===== src/rtl/tc_pkg.sv =====
package tc_pkg;
  localparam int TC_ADDR_W = 8;
  localparam int TC_CNT_W = 16;
  // Register byte offsets
  localparam logic [7:0] TC_OFF_CNT_LO = 8'h00;
  localparam logic [7:0] TC_OFF_CNT_HI = 8'h04;
  localparam logic [7:0] TC_OFF_STATUS = 8'h08;
  localparam logic [7:0] TC_OFF_MASK = 8'h0C;
  localparam logic [7:0] TC_OFF_CTRL = 8'h10;
  // timer_control field positions
  localparam int TC_BIT_RUN = 0;
  localparam int TC_BIT_SRC = 1;
  localparam int TC_BIT_NOSYNC = 2;
  localparam int TC_BIT_LPOSC = 3;
  localparam int TC_PS_LSB = 4;
  localparam int TC_BIT_GATE = 6;
  localparam logic [7:0] TC_CTRL_RESET = 8'h00;
  localparam logic [7:0] TC_CTRL_WMASK = 8'h7F;
  // Status and mask layout
  localparam int TC_BIT_OVF = 0;
  localparam logic [15:0] TC_CNT_RESET = 16'h0000;
  localparam logic [15:0] TC_CNT_MAX = 16'hFFFF;
  // Instruction cycle is four system clocks
  localparam int TC_INSTR_DIV = 4;
  localparam logic [1:0] TC_INSTR_LAST = 2'(TC_INSTR_DIV - 1);
  // Prescale encodings
  typedef enum logic [1:0] {
    TC_PS_DIV1 = 2'b00,
    TC_PS_DIV2 = 2'b01,
    TC_PS_DIV4 = 2'b10,
    TC_PS_DIV8 = 2'b11
  } tc_ps_t;
endpackage


===== src/rtl/tc_prescale.sv =====
`timescale 1ns/10ps
module tc_prescale
  import tc_pkg::*;
(
  input wire logic pclk, // System clock
  input wire logic presetn, // Async reset, active low
  input wire logic tick_in, // Source tick
  input wire logic clear, // Zero the counter
  input wire tc_ps_t sel, // Divide ratio
  output logic tick_out // Divided tick
);
  logic [2:0] cnt;
  logic [2:0] last;

  always_comb begin
    unique case (sel)
      TC_PS_DIV1: last = 3'h0;
      TC_PS_DIV2: last = 3'h1;
      TC_PS_DIV4: last = 3'h3;
      TC_PS_DIV8: last = 3'h7;
    endcase
  end

  // Counter state is never exposed; only cleared
  always_ff @(posedge pclk or negedge presetn) begin
    if (!presetn) begin
      cnt <= 3'h0;
    end else if (clear) begin
      cnt <= 3'h0;
    end else if (tick_in) begin
      cnt <= (cnt >= last) ? 3'h0 : cnt + 3'h1;
    end
  end

  always_ff @(posedge pclk or negedge presetn) begin
    if (!presetn) begin
      tick_out <= 1'b0;
    end else begin
      tick_out <= tick_in && !clear && (cnt >= last);
    end
  end
endmodule


===== src/rtl/tc_timer.sv =====
`timescale 1ns/10ps
// How it works
// - Prescaler divides the timer clock by 1, 2, 4 or 8 per 2-bit field.
// - Software has no read or write path to the prescale counter.
// - Writing either count byte clears the prescale counter.
// - External mode counts rises only after a fall seen since enabling.
// - Oscillator enable bit acts only under internal oscillator without clock out.
// - External source: sync-disable bit set bypasses synchroniser, clear synchronises.
// - Unsynchronised mode counts edges taken through a single capture flop.
// - Unsynchronised mode counts in sleep; overflow interrupt can wake.
// - Internal source counts once per four clocks; external on rising edges.
// - Count rolls FFFF to 0000 and sets a sticky overflow flag.
module tc_timer
  import tc_pkg::*;
(
  input wire logic pclk, // System clock
  input wire logic presetn, // Async reset, active low
  input wire logic psel, // APB select
  input wire logic penable, // APB enable
  input wire logic pwrite, // APB direction
  input wire logic [TC_ADDR_W-1:0] paddr, // APB byte address
  input wire logic [31:0] pwdata, // APB write data
  input wire logic [3:0] pstrb, // APB byte strobes
  output logic [31:0] prdata, // APB read data
  output logic pready, // APB ready
  output logic pslverr, // APB error on unmapped address
  input wire logic ext_clock_pin, // External timer clock
  input wire logic lp_osc_in, // Low-power oscillator output
  input wire logic gate_pin_n, // Gate, active low
  input wire logic internal_oscillator_no_clkout, // System on internal osc, no clock out
  input wire logic sleep_in, // Processor asleep
  output logic irq, // Level interrupt
  output logic wake // Wake request during sleep
);
  logic [7:0] ctrl;
  logic [15:0] count;
  logic ovf_flag;
  logic ovf_mask;
  logic run;
  logic src_ext;
  logic nosync;
  logic gate_en;
  logic lp_active;
  logic ext_async;
  logic src_raw;
  logic sync1;
  logic sync2;
  logic async1;
  logic ext_level;
  logic ext_prev;
  logic ext_rise;
  logic ext_fall;
  logic armed;
  logic [1:0] instr_cnt;
  logic instr_tick;
  logic src_tick;
  logic gate_ok;
  logic running;
  logic ps_in;
  logic ps_tick;
  logic acc;
  logic wr;
  logic wr_lo;
  logic wr_hi;
  logic cnt_wr;
  logic ovf_event;
  logic ovf_clr;
  logic mapped;
  logic [31:0] rd_mux;

  assign run = ctrl[TC_BIT_RUN];
  assign src_ext = ctrl[TC_BIT_SRC];
  assign nosync = ctrl[TC_BIT_NOSYNC];
  assign gate_en = ctrl[TC_BIT_GATE];
  assign lp_active = ctrl[TC_BIT_LPOSC] && internal_oscillator_no_clkout;
  assign ext_async = src_ext && nosync;

  // APB access phase completes on the cycle pready is high
  assign acc = psel && penable && pready;
  assign wr = acc && pwrite && pstrb[0];
  assign wr_lo = wr && paddr == TC_OFF_CNT_LO;
  assign wr_hi = wr && paddr == TC_OFF_CNT_HI;
  assign cnt_wr = wr_lo || wr_hi;
  assign ovf_clr = wr && paddr == TC_OFF_STATUS && pwdata[TC_BIT_OVF];

  always_comb begin
    mapped = 1'b1;
    rd_mux = 32'h0000_0000;
    unique case (paddr)
      TC_OFF_CNT_LO: rd_mux[7:0] = count[7:0];
      TC_OFF_CNT_HI: rd_mux[7:0] = count[15:8];
      TC_OFF_STATUS: rd_mux[TC_BIT_OVF] = ovf_flag;
      TC_OFF_MASK: rd_mux[TC_BIT_OVF] = ovf_mask;
      TC_OFF_CTRL: rd_mux[7:0] = ctrl & TC_CTRL_WMASK;
      default: mapped = 1'b0;
    endcase
  end

  // Zero wait state: answer registered in the setup cycle
  always_ff @(posedge pclk or negedge presetn) begin
    if (!presetn) begin
      pready <= 1'b0;
      pslverr <= 1'b0;
      prdata <= 32'h0000_0000;
    end else begin
      pready <= psel && !penable;
      pslverr <= psel && !penable && !mapped;
      if (psel && !penable) begin
        prdata <= pwrite ? 32'h0000_0000 : rd_mux;
      end
    end
  end

  always_ff @(posedge pclk or negedge presetn) begin
    if (!presetn) begin
      ctrl <= TC_CTRL_RESET;
    end else if (wr && paddr == TC_OFF_CTRL) begin
      ctrl <= pwdata[7:0] & TC_CTRL_WMASK;
    end
  end

  always_ff @(posedge pclk or negedge presetn) begin
    if (!presetn) begin
      ovf_mask <= 1'b0;
    end else if (wr && paddr == TC_OFF_MASK) begin
      ovf_mask <= pwdata[TC_BIT_OVF];
    end
  end

  // Source select: crystal oscillator or pin
  assign src_raw = lp_active ? lp_osc_in : ext_clock_pin;

  always_ff @(posedge pclk or negedge presetn) begin
    if (!presetn) begin
      sync1 <= 1'b0;
      sync2 <= 1'b0;
    end else begin
      sync1 <= src_raw;
      sync2 <= sync1;
    end
  end

  // Single-stage capture for the unsynchronised path
  always_ff @(posedge pclk or negedge presetn) begin
    if (!presetn) begin
      async1 <= 1'b0;
    end else begin
      async1 <= src_raw;
    end
  end

  assign ext_level = nosync ? async1 : sync2;

  always_ff @(posedge pclk or negedge presetn) begin
    if (!presetn) begin
      ext_prev <= 1'b0;
    end else begin
      ext_prev <= ext_level;
    end
  end

  assign ext_rise = ext_level && !ext_prev;
  assign ext_fall = !ext_level && ext_prev;

  // A rise counts only once a fall has been seen since enabling
  always_ff @(posedge pclk or negedge presetn) begin
    if (!presetn) begin
      armed <= 1'b0;
    end else if (!run) begin
      armed <= 1'b0;
    end else if (ext_fall) begin
      armed <= 1'b1;
    end
  end

  always_ff @(posedge pclk or negedge presetn) begin
    if (!presetn) begin
      instr_cnt <= 2'h0;
    end else begin
      instr_cnt <= instr_cnt + 2'h1;
    end
  end

  assign instr_tick = instr_cnt == TC_INSTR_LAST;
  assign src_tick = src_ext ? (ext_rise && armed) : instr_tick;
  assign gate_ok = !gate_en || !gate_pin_n;
  assign running = run && gate_ok && (!sleep_in || ext_async);
  assign ps_in = running && src_tick;

  tc_prescale u_ps (
    .pclk(pclk),
    .presetn(presetn),
    .tick_in(ps_in),
    .clear(cnt_wr),
    .sel(tc_ps_t'(ctrl[TC_PS_LSB +: 2])),
    .tick_out(ps_tick)
  );

  assign ovf_event = ps_tick && !cnt_wr && count == TC_CNT_MAX;

  always_ff @(posedge pclk or negedge presetn) begin
    if (!presetn) begin
      count <= TC_CNT_RESET;
    end else if (wr_lo) begin
      count[7:0] <= pwdata[7:0];
    end else if (wr_hi) begin
      count[15:8] <= pwdata[7:0];
    end else if (ps_tick) begin
      count <= count + 16'h0001;
    end
  end

  // Set wins over the write-one clear
  always_ff @(posedge pclk or negedge presetn) begin
    if (!presetn) begin
      ovf_flag <= 1'b0;
    end else if (ovf_event) begin
      ovf_flag <= 1'b1;
    end else if (ovf_clr) begin
      ovf_flag <= 1'b0;
    end
  end

  always_ff @(posedge pclk or negedge presetn) begin
    if (!presetn) begin
      irq <= 1'b0;
      wake <= 1'b0;
    end else begin
      irq <= ovf_flag && ovf_mask;
      wake <= ovf_flag && ovf_mask && sleep_in && ext_async;
    end
  end
endmodule


===== config.mk =====
export PLATFORM = sky130hd
export DESIGN_NAME = tc_timer
export DESIGN_NICKNAME = d
export VERILOG_FILES = /design/src/rtl/tc_pkg.sv /design/src/rtl/tc_prescale.sv /design/src/rtl/tc_timer.sv
export SDC_FILE = /design/constraint.sdc
export NUM_CORES = 1
export LEC_CHECK = 0
export BUFFER_PORTS_ARGS = -buffer_cell sky130_fd_sc_hd__buf_2
export CAP_MARGIN = 20
export CORE_ASPECT_RATIO = 2
export CORE_MARGIN = 1.5
export CORE_UTILIZATION = 46
export DETAILED_ROUTE_END_ITERATION = 16
export PLACE_DENSITY = 0.73
export SLEW_MARGIN = 20
export SYNTH_ARGS = -nofsm -noshare
export SYNTH_HDL_FRONTEND = slang
export SYNTH_SLANG_ARGS = --single-unit

===== constraint.sdc =====
create_clock -name pclk -period 2.1 [get_ports pclk]
set_input_delay 0.63 -clock pclk [delete_from_list [all_inputs] [get_ports pclk]]
set_output_delay 0.63 -clock pclk [all_outputs]
set_load 0.05 [all_outputs]

# Word level (Yosys, flattened, before mapping)
# Cells that the tools add are included.
# totals
out_inout_bits	36
wordCells	99
register_bits	71
inputBits	54
# op_classes
eq_ne	11
n_bitwise	1
add_sub_neg	3
n_mux	19
n_reduce_logical	47
magnitude_cmp	1
# op_table
operator	count
$mux W8	4
$logic_and A1 B1 Y1	27
$pmux W7 S3	1
$add A16 B1 Y16 const B	1
$eq A16 B16 Y1 const B	1
$eq A8 B4 Y1 const B	2
$mux W16	1
$pmux W3 S4	1
$mux W3	3
$eq A8 B3 Y1 const B	1
$eq A8 B5 Y1 const B	1
$logic_not A1 Y1	8
$logic_not A8 Y1	1
$mux W1	8
$reduce_bool A2 Y1	4
$eq A2 B2 Y1 const B	3
$pmux W1 S5	1
$reduce_or A5 Y1	1
$reduce_and A2 Y1	2
$add A3 B1 Y3 const B	1
$ge A3 B3 Y1	1
$logic_or A1 B1 Y1	3
$add A2 B1 Y2 const B	1
$eq A2 B1 Y1 const B	1
4 further kinds	4

# Logic depth before layout (Yosys ltp)
# depth
depth_word	10
depth_mapped	8
ltp_nobuf	7

# Modules after synthesis
# A second synthesis with hierarchy kept.
# hier_totals
hier_cells	301
hier_area_um2	2860.2
# modules_own_cells
module	seq_area_each_um2	area_per_inst_um2	cells_per_inst	instances
tc_timer	1076.0	2568.7	273	1
tc_prescale	100.1	291.5	28	1

# Least setup slack after synthesis
# OpenSTA, ideal clock, no wires.
# synth_timing
kind	input -> register
startpoint	input port paddr[0]
endpoint	register ctrl[0]
t_arrival_ps	2234
slack_ps	-259
path_stages	5
setup_time_ps	125
required_ps	1975
path_cell_list	or4_4 > or4_4 > buf_6 > nor2_8 > mux2_2
# synth_between
elab_chain_cells	2
# synth_lines
element	line	text
start: declaration	tc_timer.sv:21	input wire logic [TC_ADDR_W-1:0] paddr,
$eq A8 B5 Y1	tc_timer.sv:117	end else if (wr && paddr == TC_OFF_CTRL) begin
$logic_and A1 B1 Y1	tc_timer.sv:117	
end signal: assignment	tc_timer.sv:118	ctrl <= pwdata[7:0] & TC_CTRL_WMASK;
end: declaration	tc_timer.sv:35	logic [7:0] ctrl;
# Every way passes these cells.
# A chain may end at the register's enable or synchronous reset.

# Worst setup path in the final report
# layout_timing
startpoint	input port paddr[0]
endpoint	register ctrl[4]
# Same word-level chain as after synthesis.

==> key figures <==
Clock tree
  – H-tree levels: 2
  – Skew-Pair Late Insertion Delay: 0.28 ns
  – Cts bufs inserted: 5
  – Reg clk slew, reported paths: 0.06 ns
  – Root Driver: clkbuf_16
  – CTS tree: yes
  – CTS max path bufs: 2
  – CTS Sinks: 47
  – Postcts setup bufs: 0

Status
  – Outcome: finished with violations
  – Failing checks: design-rule violations, negative setup slack

STA
  – Final Max Tran Viols: 0
  – RSZ-0062 raised after global routing: yes
  – Final Cycle Share: 102%
  – Final setup viols: 3
  – Final worst slack: -0.0338 ns
  – FMAX: 469 MHz
  – Fin. Hold Viols: 0
  – Clk_skew: 0.00497 ns
  – Hold Slack: 0.300 ns
  – Post-layout min period: 2.13 ns

Synthesis
  – Cell taking the most area after synthesis: dfrtp_1
  – Post-synth EDFFs: 0
  – Main synth FF type: dfrtp_1
  – Synth unique cells: 42
  – Synthesis Warnings: 0
  – Synth cell count leaders: dfrtp_1 (47), nand2_1 (33), o21ai_0 (29), a21oi_1 (28), buf_4 (24)
  – Avg Synthesized Cell Area: 9.21 µm²
  – Synthesized netlist cell count: 299
  – Async SR Flop Fraction: 100%
  – Ranking of synthesized cells by area: dfrtp_1 (43%), buf_4 (6.5%), o21ai_0 (5.3%)
  – Cell Area, Synth: 0.00275 mm²
  – Sequential element share of the synthesized area: 42.7%
  – Top cell type's share of synthesized area: 42.7%
  – Count leader, synth: dfrtp_1
  – Synth Register Bits: 47

Floorplanning
  – Starting density of the core: 47.8%
  – Die Wd: 57.7 µm
  – Io pins: 90
  – Die ar.: 0.00649 mm²
  – Core region area: 0.00576 mm²
  – Die Ht: 112 µm
  – Row cnt: 39

Power and ir drop
  – Peak VDD IR: 0.499 mV
  – Leak: 1.61 nW
  – Total power: 1.88 mW
  – Pwr dens: 557 mW/mm²

Final layout
  – Area grow syn2layout: 22.7%
  – Multi-input gate area: 0.00148 mm²
  – Register area: 0.00118 mm²
  – N_diodes: 0
  – Share of cells above drive strength 1: 28.8%
  – Filler cell count: 525
  – Nets: 417

Global route
  – First-pass GRT wire length: 10.4 mm
  – Routing usage on met2: 36.4%
  – Vias in the first global route: 2225
  – Busiest layer in global routing: met2
  – Met1 usage: 22.8%
  – Pin count of the biggest net entering global routing: 31
  – Met3 usage: 3.23%
  – Initial antenna violation count: 0
  – Remaining Overflow, GRT: 0
  – GRT Util Overall: 20.7%

Route
  – DR iter-0 viols: 98
  – TritonRoute pass-1 iters: 10
  – Vias per cell: 5.65
  – Remaining DRCs: 8
  – Via count: 2368
  – Post-route ant nets: 0
  – Wirelength per Cell: 15.8 µm
  – Total Routed Length: 6.64 mm

Place
  – Port bufs: 38
  – Post-DP HPWL: 4.88 mm
  – Gpl congestion: 0.849

Setup path
  – Arrival time worst endpoint: 2.30 ns
  – CP Launch Type: input port
  – CP endpoint kind: flip-flop
  – Crit Path Class: input port to flip-flop
  – Reg2Reg Setup Slack: 0.08 ns
  – Critical Path RT: 2.27 ns
  – Maximum fanout along the worst path: 7

Worst hold path
  – Hold WC Path Type: input port to asynchronous set/reset pin

Run
  – Max_cap viols: 0
-- final timing paths --
path                                startpoint                       to  cells after the start
max in group asynchronous              presetn     ovf_flag$_DFFE_PN0P_                      2
min in group pclk             async1$_DFF_PN0_          sync2$_DFF_PN0_                      0
setup reg to reg           ctrl[5]$_DFFE_PN0P_  u_ps.cnt[2]$_DFFE_PN0P_                      7
hold / removal                         presetn  u_ps.cnt[1]$_DFFE_PN0P_                      1
setup / recovery                      paddr[0]      ctrl[4]$_DFFE_PN0P_                      5
hold reg to reg               async1$_DFF_PN0_          sync2$_DFF_PN0_                      0
-- metrics by stage --
stage / instances / utilization [%] / cell area (µm²) / TNS [ns] / setup slack, ns
finish: 419 / 58.7 / 3380 / -0.0690 / -0.0338
global route: 419 / 58.7 / 3380 / -0.227 / -0.0523
CTS: 417 / 56.6 / 3260 / -0.187 / -0.0343
detailed placement: 409 / 53.6 / 3090 / -7.92 / -0.323
global placement: 409 / 53.6 / 3090 / -7.17 / -0.305
floorplan: 322 / - / 2850 / -1.44 / -0.235
-- where the power goes --
group / total, mW / switching (mW) / internal, mW
sequential: 0.915 / 0.00334 / 0.912
clock: 0.757 / 0.318 / 0.439
combinational: 0.210 / 0.162 / 0.0479
total: 1.88 / 0.484 / 1.40
-- flip-flops by register name, indices dropped and copies added, names as in the netlist --
name / flops
u_ps.cnt: 3
ext_prev: 1
ovf_mask: 1
instr_cnt: 2
irq: 1
wake: 1
armed: 1
pready: 1
u_ps.tick_out: 1
async1: 1
ctrl: 7
sync2: 1
ovf_flag: 1
prdata: 8
pslverr: 1
count: 16
-- timing repair --
action,in CTS,in global routing
endpoints found under the setup margin,7,27
pin swaps,1,6
hold buffers,0,0
cloned,0,2
gates resized for setup,8,13
-- critical path, stage by stage --
cell and delay, ns:
buf_6 0.09, or4_4 0.53, or4_4 0.48, nor2_8 0.21, mux2_2 0.36
-- layout by cell type (no fill, tap or decap), types with 3 or more instances in the layout --
cell type / count
nor3_1: 3
nand2_1: 33
and3_1: 5
nand2b_1: 3
nor2b_1: 3
and4_1: 3
a21oi_1: 24
ha_1: 5
a21oi_2: 4
mux2_4: 4
nand4_1: 8
inv_1: 10
nand3_1: 10
mux2_2: 6
buf_6: 3
xor2_1: 7
buf_2: 37
buf_4: 21
nor2_1: 15
o21ai_0: 27
dfrtp_1: 47
mux2i_1: 10
conb_1: 24
clkbuf_16: 7
-- kinds of logic (layout without fill, tap and decap cells) --
| kind of cell | Yosys count | in the layout | share of synthesized area [%] |
|---|---|---|---|
| buffers and inverters | 47 | 83 | 10.1 |
| DFF | 47 | 47 | 42.7 |
| other | 1 | 24 | 0.136 |
| muxes | 21 | 21 | 8.55 |
| xor gates and xnor gates | 7 | 7 | 2.23 |
| adders and majority gates | 6 | 6 | 2.73 |
| AOI/OAI and AO/OA | 67 | 67 | 13.0 |
| and+or+nand+nor | 103 | 103 | 20.5 |
-- routing by layer --
| metal | part of all wire (%) | up-vias |
|---|---|---|
| met5 | 0 | - |
| met4 | 5.5 | 0 |
| met3 | 4.1 | 23 |
| met2 | 54 | 94 |
| met1 | 36 | 1133 |
| li1 | - | 1118 |
-- area by class of cell --
| cell class | instances | area share (%) |
|---|---|---|
| multi-input combinational | 228 | 43.8 |
| sequential | 47 | 34.8 |
| timing repair buffer | 65 | 13.8 |
| clock buffer | 6 | 3.81 |
| tap | 61 | 2.26 |
| inverter | 10 | 1.11 |
| clock inverter | 2 | 0.370 |
(Power assumes the default switching activity.)
